File: config.mk
export PLATFORM = sky130hd
export DESIGN_NAME = ifer_core
export DESIGN_NICKNAME = d
export VERILOG_FILES = /design/src/ifer_pkg.sv /design/src/ifer_evt_if.sv /design/src/ifer_core.sv /design/src/ifer_pin_edge.sv /design/src/ifer_low_timer.sv
export SDC_FILE = /design/constraint.sdc
export NUM_CORES = 1
export LEC_CHECK = 0
export BUFFER_PORTS_ARGS = -buffer_cell sky130_fd_sc_hd__buf_2
export CORE_AREA = 2 2 147 77
export DETAILED_ROUTE_END_ITERATION = 6
export DIE_AREA = 0 0 149 79
export PLACE_DENSITY = 0.49
export SYNTH_ARGS = -nofsm -noshare
export SYNTH_HDL_FRONTEND = slang
export SYNTH_SLANG_ARGS = --single-unit
File: constraint.sdc
create_clock -name ref_clk -period 2 [get_ports ref_clk]
set_input_delay 0.2 -clock ref_clk [delete_from_list [all_inputs] [get_ports ref_clk]]
set_output_delay 0.2 -clock ref_clk [all_outputs]
set_load 0.05 [all_outputs]
File: src/ifer_pkg.sv
// Shared constants for the interrupt flag and enable registers
package ifer_pkg;

  // ------------------------------------------------------------------
  // Bus widths
  // ------------------------------------------------------------------
  localparam int ADDR_W = 16;
  localparam int DATA_W = 8;

  // ------------------------------------------------------------------
  // Register byte addresses
  // ------------------------------------------------------------------
  localparam logic [15:0] ADDR_INT_ENABLE_ONE = 16'hFFF3;
  localparam logic [15:0] ADDR_INT_ENABLE_TWO = 16'hFFF4;
  localparam logic [15:0] ADDR_INT_REQUEST_ONE = 16'hFFF6;
  localparam logic [15:0] ADDR_INT_REQUEST_TWO = 16'hFFF7;
  localparam logic [15:0] ADDR_LOW_HALF_COUNTER = 16'hFFB9;
  localparam logic [15:0] ADDR_LOW_HALF_COMPARE = 16'hFFBB;
  localparam logic [15:0] ADDR_EVENT_CONTROL = 16'hFFF8;

  // ------------------------------------------------------------------
  // Field positions
  // ------------------------------------------------------------------
  localparam int EXT_PIN_BIT = 0;
  localparam int RELOAD_TIMER_BIT = 1;
  localparam int LOW_TIMER_MATCH_BIT = 2;
  localparam int CTRL_PIN_IRQ_MODE_BIT = 0;
  localparam int CTRL_PIN_RISING_BIT = 1;
  localparam int CTRL_MODE_8BIT_BIT = 2;
  localparam int CTRL_CLEAR_ON_MATCH_BIT = 3;

  // ------------------------------------------------------------------
  // Implemented bits and reset values
  // ------------------------------------------------------------------
  localparam logic [7:0] REG_ONE_MASK = 8'h01;
  localparam logic [7:0] REG_TWO_MASK = 8'h06;
  localparam logic [7:0] CTRL_MASK = 8'h0F;
  localparam logic [7:0] INT_ENABLE_ONE_RST = 8'h00;
  localparam logic [7:0] INT_ENABLE_TWO_RST = 8'h00;
  localparam logic [7:0] EVENT_CONTROL_RST = 8'h00;
  localparam logic [7:0] LOW_HALF_COUNTER_RST = 8'h00;
  localparam logic [7:0] LOW_HALF_COMPARE_RST = 8'hFF;
  localparam logic [7:0] WRAP_HIGH = 8'hFF;
  localparam logic [7:0] WRAP_LOW = 8'h00;

  // ------------------------------------------------------------------
  // Timing
  // ------------------------------------------------------------------
  localparam int REF_CLK_PERIOD_NS = 4;
  localparam logic [1:0] TIMER_PRESCALE_LAST = 2'h3;

endpackage : ifer_pkg

File: src/ifer_evt_if.sv
// Event and timer signals between the core and its two helpers
`timescale 1ns/10ps
interface ifer_evt_if;
  logic pin_irq_mode;
  logic pin_rising;
  logic pin_event;
  logic mode_8bit;
  logic clear_on_match;
  logic count_load;
  logic [7:0] count_wdata;
  logic [7:0] compare;
  logic [7:0] count;
  logic match;

  modport core
  (
    output pin_irq_mode,
    output pin_rising,
    output mode_8bit,
    output clear_on_match,
    output count_load,
    output count_wdata,
    output compare,
    input pin_event,
    input count,
    input match
  );

  modport pin
  (
    input pin_irq_mode,
    input pin_rising,
    output pin_event
  );

  modport timer
  (
    input mode_8bit,
    input clear_on_match,
    input count_load,
    input count_wdata,
    input compare,
    output count,
    output match
  );
endinterface : ifer_evt_if

File: src/ifer_core.sv
// Interrupt request flags, enable bits and register port of the block
//
// How it works
// - Pin interrupt passes only while enable-one bit 0 is set.
// - Low timer match interrupt passes only while enable-two bit 2 set.
// - Reload timer interrupt passes only while enable-two bit 1 set.
// - Pin flag sets on selected edge when pin is an interrupt input.
// - Writing zero to the set pin flag clears it.
// - Low timer flag sets on counter equal compare in 8-bit mode.
// - Writing zero to the set low timer flag clears it.
// - Reload flag sets when its counter wraps FF to 00 or 00 to FF.
// - Writing zero to the set reload flag clears it.
// - Low half counter is a readable, writable 8-bit up-counter.
//
// The address-and-strobe port was left to the implementer.
`timescale 1ns/10ps
module ifer_core
(
  input wire logic ref_clk,
  input wire logic sys_rst,
  input wire logic [ifer_pkg::ADDR_W-1:0] reg_addr,
  input wire logic [ifer_pkg::DATA_W-1:0] reg_wdata,
  input wire logic reg_write,
  input wire logic reg_read,
  output logic [ifer_pkg::DATA_W-1:0] reg_rdata,
  input wire logic ext_interrupt_pin,
  input wire logic [7:0] reload_count,
  output logic ext_pin_int,
  output logic low_timer_match_int,
  output logic reload_timer_int,
  output logic cpu_irq
);
  import ifer_pkg::*;

  // ------------------------------------------------------------------
  // State
  // ------------------------------------------------------------------
  typedef struct packed {
    logic ext_pin_int_enable;
    logic low_timer_match_int_enable;
    logic reload_timer_int_enable;
    logic ext_pin_request_flag;
    logic low_timer_match_request_flag;
    logic reload_timer_request_flag;
    logic [7:0] control;
    logic [7:0] compare;
    logic [7:0] rdata;
    logic [7:0] reload_prev;
    logic reload_prev_ok;
    logic ext_int;
    logic low_int;
    logic reload_int;
    logic irq;
  } ifer_core_t;

  ifer_core_t st;
  ifer_core_t next_st;

  // ------------------------------------------------------------------
  // Helpers
  // ------------------------------------------------------------------
  ifer_evt_if evt ();

  logic wr_enable_one;
  logic wr_enable_two;
  logic wr_request_one;
  logic wr_request_two;
  logic wr_counter;
  logic wr_compare;
  logic wr_control;
  logic reload_wrap;
  logic low_match_event;
  logic [7:0] enable_one_view;
  logic [7:0] enable_two_view;
  logic [7:0] request_one_view;
  logic [7:0] request_two_view;

  // Strobe decode shared by every write target
  function automatic logic hit
  (
    input logic strobe,
    input logic [15:0] addr,
    input logic [15:0] target
  );
    hit = strobe && (addr == target);
  endfunction : hit

  // Clear only on a written zero; a written one leaves the flag alone
  function automatic logic next_flag
  (
    input logic flag,
    input logic set,
    input logic wr,
    input logic wbit
  );
    next_flag = (flag & ~(wr & ~wbit)) | set;
  endfunction : next_flag

  ifer_pin_edge u_pin_edge
  (
    .ref_clk(ref_clk),
    .sys_rst(sys_rst),
    .ext_interrupt_pin(ext_interrupt_pin),
    .evt(evt.pin)
  );

  ifer_low_timer u_low_timer
  (
    .ref_clk(ref_clk),
    .sys_rst(sys_rst),
    .evt(evt.timer)
  );

  // ------------------------------------------------------------------
  // Write decode and helper controls
  // ------------------------------------------------------------------
  always_comb
  begin
    wr_enable_one = hit(reg_write, reg_addr, ADDR_INT_ENABLE_ONE);
    wr_enable_two = hit(reg_write, reg_addr, ADDR_INT_ENABLE_TWO);
    wr_request_one = hit(reg_write, reg_addr, ADDR_INT_REQUEST_ONE);
    wr_request_two = hit(reg_write, reg_addr, ADDR_INT_REQUEST_TWO);
    wr_counter = hit(reg_write, reg_addr, ADDR_LOW_HALF_COUNTER);
    wr_compare = hit(reg_write, reg_addr, ADDR_LOW_HALF_COMPARE);
    wr_control = hit(reg_write, reg_addr, ADDR_EVENT_CONTROL);
  end

  assign evt.pin_irq_mode = st.control[CTRL_PIN_IRQ_MODE_BIT];
  assign evt.pin_rising = st.control[CTRL_PIN_RISING_BIT];
  assign evt.mode_8bit = st.control[CTRL_MODE_8BIT_BIT];
  assign evt.clear_on_match = st.control[CTRL_CLEAR_ON_MATCH_BIT];
  assign evt.count_load = wr_counter;
  assign evt.count_wdata = reg_wdata;
  assign evt.compare = st.compare;

  // ------------------------------------------------------------------
  // Event detection
  // ------------------------------------------------------------------
  always_comb
  begin
    // A wrap is judged only against a sample taken after reset
    reload_wrap = st.reload_prev_ok &&
                  ((st.reload_prev == WRAP_HIGH &&
                    reload_count == WRAP_LOW) ||
                   (st.reload_prev == WRAP_LOW &&
                    reload_count == WRAP_HIGH));
    // Timer only matches in 8-bit mode; gated again for a mode change
    low_match_event = evt.match & evt.mode_8bit;
  end

  // ------------------------------------------------------------------
  // Register views
  // ------------------------------------------------------------------
  always_comb
  begin
    enable_one_view = '0;
    enable_two_view = '0;
    request_one_view = '0;
    request_two_view = '0;
    enable_one_view[EXT_PIN_BIT] = st.ext_pin_int_enable;
    enable_two_view[LOW_TIMER_MATCH_BIT] = st.low_timer_match_int_enable;
    enable_two_view[RELOAD_TIMER_BIT] = st.reload_timer_int_enable;
    request_one_view[EXT_PIN_BIT] = st.ext_pin_request_flag;
    request_two_view[LOW_TIMER_MATCH_BIT] =
      st.low_timer_match_request_flag;
    request_two_view[RELOAD_TIMER_BIT] = st.reload_timer_request_flag;
  end

  // ------------------------------------------------------------------
  // Next state
  // ------------------------------------------------------------------
  always_comb
  begin
    next_st = st;
    next_st.reload_prev = reload_count;
    next_st.reload_prev_ok = 1'b1;

    if (wr_enable_one)
    begin
      next_st.ext_pin_int_enable = reg_wdata[EXT_PIN_BIT];
    end
    if (wr_enable_two)
    begin
      next_st.low_timer_match_int_enable =
        reg_wdata[LOW_TIMER_MATCH_BIT];
      next_st.reload_timer_int_enable = reg_wdata[RELOAD_TIMER_BIT];
    end
    if (wr_compare)
    begin
      next_st.compare = reg_wdata;
    end
    if (wr_control)
    begin
      next_st.control = reg_wdata & CTRL_MASK;
    end

    // Set beats a clear written in the same cycle, so no event is lost
    next_st.ext_pin_request_flag = next_flag(st.ext_pin_request_flag,
      evt.pin_event, wr_request_one,
      reg_wdata[EXT_PIN_BIT]);
    next_st.low_timer_match_request_flag = next_flag(
      st.low_timer_match_request_flag, low_match_event, wr_request_two,
      reg_wdata[LOW_TIMER_MATCH_BIT]);
    next_st.reload_timer_request_flag = next_flag(
      st.reload_timer_request_flag, reload_wrap, wr_request_two,
      reg_wdata[RELOAD_TIMER_BIT]);

    // Outputs follow the new flags so they line up with the register
    next_st.ext_int = next_st.ext_pin_request_flag &
                      next_st.ext_pin_int_enable;
    next_st.low_int = next_st.low_timer_match_request_flag &
                      next_st.low_timer_match_int_enable;
    next_st.reload_int = next_st.reload_timer_request_flag &
                         next_st.reload_timer_int_enable;
    next_st.irq = next_st.ext_int | next_st.low_int |
                  next_st.reload_int;

    // Read data stand for the one cycle after the strobe only
    next_st.rdata = '0;
    if (reg_read)
    begin
      unique case (reg_addr)
        ADDR_INT_ENABLE_ONE: next_st.rdata = enable_one_view;
        ADDR_INT_ENABLE_TWO: next_st.rdata = enable_two_view;
        ADDR_INT_REQUEST_ONE: next_st.rdata = request_one_view;
        ADDR_INT_REQUEST_TWO: next_st.rdata = request_two_view;
        ADDR_LOW_HALF_COUNTER: next_st.rdata = evt.count;
        ADDR_LOW_HALF_COMPARE: next_st.rdata = st.compare;
        ADDR_EVENT_CONTROL: next_st.rdata = st.control;
        default: next_st.rdata = '0;
      endcase
    end
  end

  // ------------------------------------------------------------------
  // Registers
  // ------------------------------------------------------------------
  always_ff @(posedge ref_clk)
  begin
    if (sys_rst)
    begin
      st <= '0;
      st.ext_pin_int_enable <= INT_ENABLE_ONE_RST[EXT_PIN_BIT];
      st.low_timer_match_int_enable <=
        INT_ENABLE_TWO_RST[LOW_TIMER_MATCH_BIT];
      st.reload_timer_int_enable <= INT_ENABLE_TWO_RST[RELOAD_TIMER_BIT];
      st.control <= EVENT_CONTROL_RST;
      st.compare <= LOW_HALF_COMPARE_RST;
    end
    else
    begin
      st <= next_st;
    end
  end

  assign reg_rdata = st.rdata;
  assign ext_pin_int = st.ext_int;
  assign low_timer_match_int = st.low_int;
  assign reload_timer_int = st.reload_int;
  assign cpu_irq = st.irq;

endmodule : ifer_core

File: src/ifer_pin_edge.sv
// Synchroniser and edge detector for the external interrupt pin
`timescale 1ns/10ps
module ifer_pin_edge
(
  input wire logic ref_clk,
  input wire logic sys_rst,
  input wire logic ext_interrupt_pin,
  ifer_evt_if.pin evt
);
  import ifer_pkg::*;

  typedef struct packed {
    logic sync_first;
    logic sync_second;
    logic prev;
    logic event_pulse;
  } ifer_pin_t;

  ifer_pin_t st;
  ifer_pin_t next_st;
  logic rise;
  logic fall;

  // ------------------------------------------------------------------
  // Edge selection
  // ------------------------------------------------------------------
  always_comb
  begin
    next_st = st;
    next_st.sync_first = ext_interrupt_pin;
    next_st.sync_second = st.sync_first;
    next_st.prev = st.sync_second;
    rise = st.sync_second & ~st.prev;
    fall = ~st.sync_second & st.prev;
    // Only a pin set up as an interrupt input raises events
    next_st.event_pulse = evt.pin_irq_mode &
                          (evt.pin_rising ? rise : fall);
  end

  always_ff @(posedge ref_clk)
  begin
    if (sys_rst)
    begin
      st <= '0;
    end
    else
    begin
      st <= next_st;
    end
  end

  assign evt.pin_event = st.event_pulse;

endmodule : ifer_pin_edge

File: src/ifer_low_timer.sv
// Low half 8-bit up-counter with compare match
`timescale 1ns/10ps
module ifer_low_timer
(
  input wire logic ref_clk,
  input wire logic sys_rst,
  ifer_evt_if.timer evt
);
  import ifer_pkg::*;

  typedef struct packed {
    logic [1:0] prescale;
    logic [7:0] count;
    logic match;
  } ifer_timer_t;

  ifer_timer_t st;
  ifer_timer_t next_st;
  logic tick;

  // ------------------------------------------------------------------
  // Counter
  // ------------------------------------------------------------------
  always_comb
  begin
    next_st = st;
    next_st.match = 1'b0;
    tick = (st.prescale == TIMER_PRESCALE_LAST);
    next_st.prescale = tick ? 2'h0 : st.prescale + 2'h1;
    if (evt.count_load)
    begin
      // Software write beats a count on the same cycle
      next_st.count = evt.count_wdata;
    end
    else if (tick)
    begin
      if (evt.mode_8bit && st.count == evt.compare)
      begin
        next_st.match = 1'b1;
        next_st.count = evt.clear_on_match ? LOW_HALF_COUNTER_RST
                                           : st.count + 8'h01;
      end
      else
      begin
        next_st.count = st.count + 8'h01;
      end
    end
  end

  always_ff @(posedge ref_clk)
  begin
    if (sys_rst)
    begin
      st <= '0;
    end
    else
    begin
      st <= next_st;
    end
  end

  assign evt.count = st.count;
  assign evt.match = st.match;

endmodule : ifer_low_timer

* Word level (Yosys, flattened, before mapping) *
Index checks and enable logic that the tools add are counted.

cells by class
  $add $sub $neg = 2
  reductions and logical operators = 18
  equality and inequality tests = 11
  mux-type cells = 10
  bitwise logic cells = 28

operator list
  kind                                                            number
  16-bit equality test (second input constant)                    7
  8-bit case mux with 7 select lines                              1
  8-bit two-way mux                                               3
  8-bit equality test (second input constant)                     2
  8-bit zero test                                                 2
  1-bit AND                                                       13
  1-bit logical AND                                               11
  1-bit NOT                                                       10
  9-bit two-way mux                                               1
  8-bit by 1-bit adder with 8-bit output (second input constant)  1
  8-bit equality test                                             1
  5-bit two-way mux                                               1
  1-bit bitwise OR                                                5
  2-bit OR reduction                                              2
  1-bit two-way mux                                               3
  3-bit OR reduction                                              1
  2-bit by 1-bit adder with 2-bit output (second input constant)  1
  2-bit equality test (second input constant)                     1
  2-bit two-way mux                                               1
  2-bit nonzero test                                              1
  1-bit logical OR                                                1

storage, ports and cells
  output and inout bits = 12
  logic and storage cells = 91
  input bits = 37
  register bits after elaboration = 54

* Logic depth before layout (Yosys ltp) *
Gate-level depths: netlist (run 1).

  depth in word-level cells = 10
  depth in mapped cells = 7
  gate-level depth less buffers = 6

* By module *
A second synthesis (run 1) with hierarchy kept.

second synthesis, totals
  cell total of the unflattened synthesis = 284
  area, all modules = 2543.7 sq um

by module, submodules not included
  module          seq. area each (sq um)  cells an instance  area each (sq um)  instances
  ifer_core       780.7                   193                1717.9             1
  ifer_low_timer  220.2                   80                 695.7              1
  ifer_pin_edge   80.1                    11                 130.1              1

* Worst setup path before layout (run 1) *
Ideal clock, no wire load.

  path type = register to register
  start point = register u_low_timer.st (netlist bit u_low_timer.evt.count[4])
  end point = register u_low_timer.st (netlist bit u_low_timer.evt.count[1])
  data required time = 1.860 ns
  stages on the path, launching flop included = 7
  data arrival time = 1.431 ns
  buffers on the path = 1
  setup time = 0.140 ns
  setup slack = 0.429 ns
  period minus slack after synthesis = 1.571 ns
  cells stage by stage = dfxtp_1 clkbuf_1 xor2_1 nor3_1 nand3_1 a31oi_1 a211oi_2

on the way
  longest elaborated chain between the ends = 5

RTL lines
  element                 RTL line              source
  from (decl)             ifer_low_timer.sv:17  ifer_timer_t st;
  from (signal assigned)  ifer_low_timer.sv:58  st <= next_st;
  8-bit equality test     ifer_low_timer.sv:37  if (evt.mode_8bit && st.count == evt.compare)
  1-bit logical AND       ifer_low_timer.sv:37
  8-bit two-way mux       ifer_low_timer.sv:37
  9-bit two-way mux       ifer_low_timer.sv:35  else if (tick)
  8-bit two-way mux       ifer_low_timer.sv:30  if (evt.count_load)

No other way between the ends. The select of a mux whose other input is x is not followed.
A chain may end at the register's enable or synchronous reset.

* Worst setup path in the final report (run 1) *
  start point = register st[6] in the netlist's numbering
  end point = register st (netlist bit cpu_irq)

on the way
  longest elaborated chain between the ends = 7
  elaborated cells between the ends (all ways) = 9
  those cells by class = eq/ne: 1; bitwise: 3; reduce/logical: 5

RTL lines
  element                                                        RTL line                            source
  from (decl)                                                    ifer_core.sv:56                     ifer_core_t st;
  from (signal assigned)                                         ifer_core.sv:252                    st <= next_st;
  8-bit equality test / 8-bit zero test (equally long branches)  ifer_core.sv:143, ifer_core.sv:145
  1-bit logical AND, on equally long branches                    ifer_core.sv:143, ifer_core.sv:145
  1-bit logical OR *                                             ifer_core.sv:144                    reload_count == WRAP_LOW) ||
  1-bit logical AND *                                            ifer_core.sv:142                    reload_wrap = st.reload_prev_ok &&
  1-bit bitwise OR *                                             ifer_core.sv:96                     next_flag = (flag & ~(wr & ~wbit)) | set;
  1-bit AND *                                                    ifer_core.sv:213                    next_st.reload_int = next_st.reload_timer_request_flag &
  1-bit bitwise OR *                                             ifer_core.sv:215                    next_st.irq = next_st.ext_int | next_st.low_int |

Mark *: on every way between the ends. The rest lies on a longest branch, timed or not.

==> results.tsv, run 1 <==
stage	metric	value	unit
placed_design	dp_cells	462	
clock_tree	post_cts_buffers	0	
timing	finalCritPeriodShare	87.8	%
layout	finalNonFillerCells	469	
clock_tree	clkTransAtPathRegs	70	ps
timing	rsz0062_at_grt	false	
worst_setup_path	endpoint_kind	flop	
global_route	antenna_found_initial	0	
synthesis	synth.top_cells.by_area	dfxtp_1, mux2i_1, nor2b_1	
timing	skew	4.51	ps
worst_setup_path	crit_arrival	2000	ps
die	die_h	79	um
clock_tree	numCtsBuffers	5	
worst_setup_path	cp.required	2240	ps
timing	worst_slack	244	ps
clock_tree	clk_latency	290	ps
synthesis	seq_area_frac_synth	42.1	%
synthesis	yosysTopAreaCellShare	42.1	%
detailed_routing	routed_wl	6720	um
min_path	min_path_type	primary input to flop	
synthesis	syn_inst	273	
worst_setup_path	rrSetupSlack	240	ps
worst_setup_path	r2r-start	st[6]$_SDFF_PP0_	
job	drv_cap	0	
detailed_routing	vias	2103	
clock_tree	cts-root-buf	clkbuf_16	
timing	hold_violations	0	
timing	fin_crit	1760	ps
detailed_routing	drt_iter0_markers	156	
layout	syn_to_final_growth	22.0	%
synthesis	synthArstFlopShare	0	%
worst_setup_path	r2r-end	cpu_irq$_SDFF_PP0_	
die	die-area	0.0118	mm2
clock_tree	cts_max_level	2	
timing	tns	0	ps
worst_setup_path	worstRegToRegCells	5	
worst_setup_path	critical_path_class	flop to flop	
timing	tightestPinTransition	419	ps
synthesis	ys.flop_type	dfxtp_1	
timing	fmax	0.569	GHz
clock_tree	cts.sinks	54	
min_path	worstHoldStart	ext_interrupt_pin	
global_route	grt_overflow	0	
clock_tree	cts_resized	0	
layout	layout_commonest_cell	dfxtp_1	
placed_design	place_congestion	0.896	
detailed_routing	drc_errors	0	
min_path	holdPathStages	2	
detailed_routing	ant_nets	0	
worst_setup_path	cp_max_fo	2	
placed_design	dp_hpwl	5300	um
run_status	outcome	complete, no violations	
layout	final_nets	363	
layout	layout-drive-gt1-share	27.2	%
placed_design	io_buffers	48	
timing	relSlewSlack	72.0	%
pwr	peakVddDrop	353	uV
detailed_routing	dr.pass1.iters	4	
synthesis	synth_cell_types	52	
synthesis	syn_avg_cell_area	9.41	um2
timing	setup_viol	0	
global_route	grt_max_degree	20	
global_route	grt_use_total	11.9	%
global_route	grt_pass1_wl	10700	um
synthesis	yosys.area.top_type	dfxtp_1	
synthesis	ys_ff_latch	54	
layout	diodes	0	
worst_setup_path	critPathLaunchType	flop	
timing	finalMaxSlewViolations	0	
synthesis	synthesis.nets	312	
clock_tree	clk_path_buf_depth	2	
synthesis	synth-edff-count	0	
die	initial_core_util	24.2	%
placed_design	dp_slack	188	ps
detailed_routing	viasPerCell	4.48	
min_path	whs_endpoint	u_pin_edge.next_st[2]$_SDFF_PP0_	
pwr	power.density	685	mW/mm2
clock_tree	ctsHoldBuffers	0	
die	die_w	149	um
detailed_routing	wire_per_inst	14.3	um
pwr	p_leak	1.21	nW
global_route	grt_pass1_vias	1915	
die	coreArea	0.0106	mm2
synthesis	yosys_warnings	0	
clock_tree	cts_tree	done	
layout	most-common-layout-cells	dfxtp_1, buf_2, nor2_1	
die	rows	27	
die	io_pins	49	
synthesis	synthesis.area	0.00257	mm2
## stage by stage
step,hold slack (ps),instance area [um2],power [mW],util (%)
2_1_floorplan,270,2570,1.23,-
3_3_place_gp,416,2990,1.31,28.2
3_5_place_dp,420,2990,1.31,28.2
4_1_cts,113,3130,2.18,29.5
5_1_grt,130,3130,2.23,29.5
6_report,122,3130,2.15,29.5
## cell families (layout without fill, tap and decap cells)
| logic type | count (synthesis) | after routing | share of synthesized area (%) |
|---|---|---|---|
| AOI/OAI and AO/OA | 48 | 48 | 14.4 |
| xor gates and xnor gates | 10 | 10 | 3.41 |
| adders and majority gates | 2 | 2 | 0.974 |
| buffers and inverters | 22 | 73 | 4.72 |
| DFF | 54 | 54 | 42.1 |
| muxes | 20 | 20 | 7.98 |
| and+or+nand+nor | 117 | 117 | 26.5 |
## per-layer routing
| layer | wire length, um | vias up | track usage (%) |
|---|---|---|---|
| met2 | 2310 | 55 | 14.8 |
| met5 | 0 | - | 0 |
| met3 | 515 | 4 | 3.39 |
| met4 | 36 | 0 | 2.00 |
| li1 | - | 1092 | - |
| met1 | 3860 | 952 | 19.5 |
## worst max path at each step
stage,cells past startpoint,endpoint,startpoint
2_1_floorplan,6,u_low_timer.evt.count[1]$_SDFFE_PP0P_,u_low_timer.evt.count[4]$_SDFFE_PP0P_
3_3_place_gp,6,cpu_irq$_SDFF_PP0_,reload_count[0]
3_5_place_dp,6,cpu_irq$_SDFF_PP0_,reload_count[0]
4_1_cts,5,cpu_irq$_SDFF_PP0_,st[6]$_SDFF_PP0_
5_1_grt,5,cpu_irq$_SDFF_PP0_,st[6]$_SDFF_PP0_
6_report,5,cpu_irq$_SDFF_PP0_,st[6]$_SDFF_PP0_
## power by group
group          switching [mW]  internal (mW)
clock network           0.399          0.458
logic                   0.101         0.0800
registers              0.0119           1.10
## synth_stat cells (2+ instances only)
cell and count:
a211oi_1 2, a211oi_2 3, a21boi_1 3, a21oi_1 10, a22o_1 3, a22oi_1 4
a311oi_2 3, a31oi_1 3, and2_1 3, and3_1 4, and4_1 2, and4_2 2
buf_4 8, clkbuf_1 8, dfxtp_1 54, ha_1 2, inv_1 3, mux2_2 4
mux2i_1 16, nand2_1 19, nand3_1 15, nand4_1 8, nand4b_1 2, nor2_1 22
nor2b_1 17, nor3_1 5, nor4_1 2, o21a_1 2, o21ai_0 6, o21ai_1 2
o31ai_1 2, or3_1 3, or4_1 4, xor2_1 9
## registers in the layout, indices dropped and copies added, names as in the netlist, 2 cells and up
register,flops
st,9
evt.compare,8
reg_rdata,8
u_low_timer.evt.count,8
enable_two_view,2
request_two_view,2
u_low_timer.st,2
u_pin_edge.next_st,2
## cell type report
class,instances,area [um2]
Fill cell,1138,7470
Multi-Input combinational cell,197,1370
Sequential cell,54,1080
Timing Repair Buffer,63,353
Tap cell,145,181
Clock buffer,5,125
Clock inverter,2,15.0
Inverter,3,11.3
## critical path, cell delays in order (launching register included)
cell and delay, ps:
dfxtp_1 310, or4_1 560, nor4_4 220, o21ai_1 150
a221oi_2 320, or3_1 150
(Power assumes the default switching activity.)
==> inputs of run 2 (changes only) <==
--- a/config.mk
+++ b/config.mk
@@ -7,9 +7,9 @@
 export LEC_CHECK = 0
 export BUFFER_PORTS_ARGS = -buffer_cell sky130_fd_sc_hd__buf_2
 export CORE_AREA = 2 2 147 77
+export CTS_BUF_LIST = sky130_fd_sc_hd__clkbuf_4
 export DETAILED_ROUTE_END_ITERATION = 6
 export DIE_AREA = 0 0 149 79
-export PLACE_DENSITY = 0.49
 export SYNTH_ARGS = -nofsm -noshare
 export SYNTH_HDL_FRONTEND = slang
 export SYNTH_SLANG_ARGS = --single-unit
==> run 2 against run 1 <==
Compared with the run above: first-iteration DRC count grew 13%; sequential share of layout area rose by 1.3 points; register-to-register slack worse by 96 ps; critical path type unchanged; critical endpoint unchanged; largest power group unchanged; highest routed layer unchanged.
==> results.tsv, run 2 (synthesized netlist as in run 1, its figures left out) <==
stage	metric	value	unit
run_status	outcome	complete, no violations	
global_route	antenna_found_initial	0	
layout	finalNonFillerCells	465	
timing	setup_viol	0	
timing	tns	0	ps
placed_design	io_buffers	48	
timing	tightestPinTransition	444	ps
worst_setup_path	critPathTopFamily	simple AND/OR/NAND/NOR gates	
clock_tree	cts-root-buf	clkbuf_4	
job	drv_cap	0	
layout	layout_commonest_cell	dfxtp_1	
detailed_routing	dr.pass1.iters	4	
worst_setup_path	critPathLaunchType	flop	
clock_tree	cts_max_level	2	
timing	finalCritPeriodShare	92.6	%
clock_tree	post_cts_buffers	0	
min_path	min_path_type	primary input to flop	
die	io_pins	49	
timing	relSlewSlack	70.2	%
pwr	peakVddDrop	221	uV
clock_tree	cts.sinks	54	
worst_setup_path	cp_max_fo	2	
worst_setup_path	cp.required	2360	ps
worst_setup_path	endpoint_kind	flop	
global_route	grt_pass1_vias	2019	
detailed_routing	wire_per_inst	14.6	um
detailed_routing	routed_wl	6790	um
timing	rsz0062_at_grt	false	
layout	most-common-layout-cells	dfxtp_1, buf_2, nor2_1	
die	die_w	149	um
die	die_h	79	um
clock_tree	numCtsBuffers	5	
pwr	p_leak	1.16	nW
detailed_routing	ant_nets	0	
global_route	grt_overflow	0	
layout	syn_to_final_growth	17.4	%
die	coreArea	0.0106	mm2
layout	regMostFlops	st	
global_route	grt_pass1_wl	10800	um
layout	layout-drive-gt1-share	26.0	%
layout	final_nets	358	
worst_setup_path	crit_arrival	2210	ps
layout	largest_reg_flops	9	
clock_tree	clk_path_buf_depth	2	
worst_setup_path	critical-path-slowest-cell	or4_1	
layout	fin_util	28.5	%
worst_setup_path	cp_cell_sequence	or4_1, nor4_4, o21ai_1, a221oi_2, or3_1	
detailed_routing	vias	2127	
placed_design	place_congestion	0.847	
clock_tree	cts_tree	done	
die	die-area	0.0118	mm2
detailed_routing	drc_errors	0	
timing	fin_crit	1850	ps
placed_design	dp_cells	456	
worst_setup_path	critical_path_class	flop to flop	
placed_design	dp_hpwl	5210	um
worst_setup_path	cpPeakStageDelay	570	ps
timing	skew	21.9	ps
die	initial_core_util	24.2	%
global_route	grt_use_total	12.0	%
worst_setup_path	path_buf_inv	0	
timing	hold_violations	0	
die	rows	27	
detailed_routing	drt_iter0_markers	176	
detailed_routing	viasPerCell	4.57	
clock_tree	clkTransAtPathRegs	170	ps
clock_tree	clk_latency	400	ps
global_route	grt_max_degree	24	
timing	fmax	0.540	GHz
timing	finalMaxSlewViolations	0	
pwr	power.density	590	mW/mm2
run 2: stage by stage:
step / instance area [um2] / total power [mW] / hold slack (ps) / setup slack [ps]
after floorplan: 2570 / 1.23 / 270 / 429
after global placement: 2950 / 1.30 / 415 / 102
after detailed placement: 2950 / 1.30 / 421 / 112
after CTS: 3000 / 1.80 / 4.10 / 137
after global routing: 3020 / 1.87 / 17.0 / 48.5
final: 3020 / 1.78 / 34.8 / 148
run 2: final timing paths:
path | from | to | slack [ps] | cells past startpoint
setup / recovery | st[6]$_SDFF_PP0_ | cpu_irq$_SDFF_PP0_ | 150 | 5
hold / removal | reg_wdata[7] | evt.compare[7]$_SDFFE_PP1P_ | 30 | 3
setup reg to reg | st[6]$_SDFF_PP0_ | cpu_irq$_SDFF_PP0_ | 150 | 5
hold reg to reg | u_low_timer.st[9]$_SDFF_PP0_ | u_low_timer.st[9]$_SDFF_PP0_ | 450 | 1
run 2: layer usage:
layer | global-route usage (%) | up-vias | part of all wire (%)
met5 | 0 | - | 0
met4 | 1.81 | 0 | 0.52
met3 | 4.31 | 7 | 7.3
met2 | 15.8 | 61 | 37
met1 | 18.5 | 977 | 55
li1 | - | 1082 | -
run 2: timing repair:
| action | 4_1_cts | 5_1_grt |
|---|---|---|
| hold buffers | 0 | 1 |
| endpoints found under the hold margin | 0 | 1 |
| endpoints found under the setup margin | 0 | 1 |
| gates resized for setup | 0 | 1 |
run 2: final cells by class:
type	instances	area [um2]
fill	1146	7590
multi-input combinational	197	1370
sequential	54	1080
timing repair buffer	58	318
tap	145	181
clock buffer	5	37.5
clock inverter	2	13.8
inverter	3	11.3
antenna	1	2.50
run 2: tightest hold or removal path, delay by kind of cell:
kind                   cells  cell delay, ps
muxes                      1              60
and+or+nand+nor            1              60
buffers and inverters      1             100
run 2: power breakdown:
group / switching [mW] / internal [mW]
clock network: 0.366 / 0.134
logic: 0.0908 / 0.0734
registers: 0.0181 / 1.10
total: 0.475 / 1.31
==> inputs of run 3 (changes only) <==
==> constraint.sdc (replaced) <==
create_clock -name ref_clk -period 2.3 [get_ports ref_clk]
set_input_delay 0.23 -clock ref_clk [delete_from_list [all_inputs] [get_ports ref_clk]]
set_output_delay 0.23 -clock ref_clk [all_outputs]
set_load 0.05 [all_outputs]
==> run 3 against run 2 <==
Compared with the run above: flip-flop and latch count did not move; clock power rose by 9.0%; via count rose by 4.5%; design area fell by 1.1%; register-to-register slack improved by 180 ps; first-iteration DRC count rose by 81%; utilization fell by 0.32 points; sequential share of layout area rose by 0.41 points; worst hold slack improved by 13 ps; count of clock-buffer cells in the layout did not move; setup slack improved by 180 ps; critical endpoint is now u_low_timer.evt.count[1]$_SDFFE_PP0P_; highest routed layer unchanged.
==> results.tsv, run 3 (synthesized netlist as in run 1, its figures left out) <==
stage	metric	value	unit
worst_setup_path	crit_arrival	2230	ps
timing	setup_viol	0	
clock_tree	cts_resized	0	
worst_setup_path	cp.depth	5	
pwr	peakVddDrop	265	uV
clock_tree	post_cts_buffers	0	
timing	fin_crit	1970	ps
clock_tree	numCtsBuffers	5	
clock_tree	cts.sinks	54	
clock_tree	clk_path_buf_depth	2	
layout	largest_reg_flops	9	
layout	diodes	0	
global_route	grt_max_degree	19	
die	die-area	0.0118	mm2
die	rows	27	
worst_setup_path	critical_path_class	flop to flop	
layout	final_nets	351	
placed_design	place_congestion	0.852	
detailed_routing	ant_nets	0	
run_status	outcome	complete, no violations	
die	initial_core_util	24.2	%
min_path	worstHoldStart	ext_interrupt_pin	
worst_setup_path	cp.required	2560	ps
clock_tree	cts-root-buf	clkbuf_4	
detailed_routing	dr.pass1.iters	5	
timing	finalMaxSlewViolations	0	
detailed_routing	routed_wl	6770	um
clock_tree	cts_max_level	2	
clock_tree	ctsHoldBuffers	0	
global_route	grt_overflow	0	
clock_tree	clkTransAtPathRegs	160	ps
layout	syn_to_final_growth	16.1	%
timing	fmax	0.507	GHz
timing	hold_violations	0	
pwr	power.density	556	mW/mm2
timing	tightestPinTransition	702	ps
layout	layout_commonest_cell	dfxtp_1	
clock_tree	cts_tree	done	
worst_setup_path	endpoint_kind	flop	
worst_setup_path	critPathTopFamily	simple AND/OR/NAND/NOR gates	
worst_setup_path	critical_path.startpoint	u_low_timer.evt.count[3]$_SDFFE_PP0P_	
worst_setup_path	cp_cell_sequence	xor2_1, nor4_2, nand3_1, a31oi_1, a211oi_2	
layout	fin_util	28.1	%
worst_setup_path	crit_end	u_low_timer.evt.count[1]$_SDFFE_PP0P_	
placed_design	dp_hpwl	5110	um
detailed_routing	vias	2223	
timing	finalCritPeriodShare	85.8	%
global_route	grt_pass1_vias	1997	
layout	regMostFlops	st	
die	die_w	149	um
layout	most-common-layout-cells	dfxtp_1, buf_2, nor2_1	
worst_setup_path	cpPeakStageDelay	490	ps
timing	tns	0	ps
detailed_routing	viasPerCell	4.85	
worst_setup_path	rrSetupSlack	330	ps
clock_tree	clk_latency	390	ps
placed_design	io_buffers	48	
worst_setup_path	worstRegToRegCells	5	
die	io_pins	49	
worst_setup_path	r2r-end	u_low_timer.evt.count[1]$_SDFFE_PP0P_	
worst_setup_path	critPathLaunchType	flop	
worst_setup_path	cp_max_fo	8	
worst_setup_path	critical-path-slowest-cell	nor4_2	
worst_setup_path	path_buf_inv	0	
global_route	grt_use_total	11.5	%
detailed_routing	drc_errors	0	
job	drv_cap	0	
die	die_h	79	um
timing	rsz0062_at_grt	false	
timing	skew	11.9	ps
detailed_routing	drt_iter0_markers	318	
global_route	antenna_found_initial	0	
timing	relSlewSlack	53.2	%
min_path	min_path_type	primary input to flop	
worst_setup_path	r2r-start	u_low_timer.evt.count[3]$_SDFFE_PP0P_	
layout	layout-drive-gt1-share	24.3	%
global_route	grt_pass1_wl	10500	um
detailed_routing	wire_per_inst	14.8	um
die	coreArea	0.0106	mm2
pwr	p_leak	1.14	nW
==> run 3: how the worst min path moves through the flow <==
| stage | to | slack [ps] | cells after the start |
|---|---|---|---|
| after CTS | u_pin_edge.next_st[2]$_SDFF_PP0_ | 30 | 2 |
| after floorplan | reload_timer_int$_SDFF_PP0_ | 300 | 1 |
| final | u_pin_edge.next_st[2]$_SDFF_PP0_ | 50 | 2 |
| after global routing | st[11]$_SDFF_PP0_ | 40 | 2 |
| after global placement | u_low_timer.st[9]$_SDFF_PP0_ | 410 | 1 |
| after detailed placement | u_low_timer.st[9]$_SDFF_PP0_ | 420 | 1 |
==> run 3: where the power goes <==
part	internal, mW	switching [mW]	total, mW
Combinational	0.0617	0.0795	0.141
Clock	0.230	0.315	0.545
Sequential	0.956	0.0157	0.972
Total	1.25	0.410	1.66
==> run 3: final cells by class <==
type | instances | area (um2)
clock buffer | 5 | 37.5
inverter | 3 | 11.3
fill | 1146 | 7620
multi-input combinational | 197 | 1370
tap | 145 | 181
timing repair buffer | 51 | 263
clock inverter | 3 | 42.5
sequential | 54 | 1080
==> run 3: worst register-to-register path, stage by stage (launching register included) <==
cell      delay [ps]
dfxtp_1          480
xor2_1           110
nor4_2           490
nand3_1          370
a31oi_1          300
a211oi_2          90
==> run 3: per-stage QoR <==
step	instance area (um2)	setup slack, ps	hold slack, ps	power, mW	instances
after global routing	2980	177	37.3	1.74	458
after floorplan	2570	714	300	1.07	273
final	2980	327	47.4	1.66	458
after CTS	2980	373	29.6	1.67	458
after global placement	2900	324	414	1.13	450
after detailed placement	2900	304	425	1.13	450
==> run 3: metal layers <==
metal | routed length (um) | GRT usage [%]
met5 | 0 | 0
met3 | 635 | 3.68
met4 | 34 | 1.43
met2 | 2570 | 14.7
met1 | 3530 | 18.5
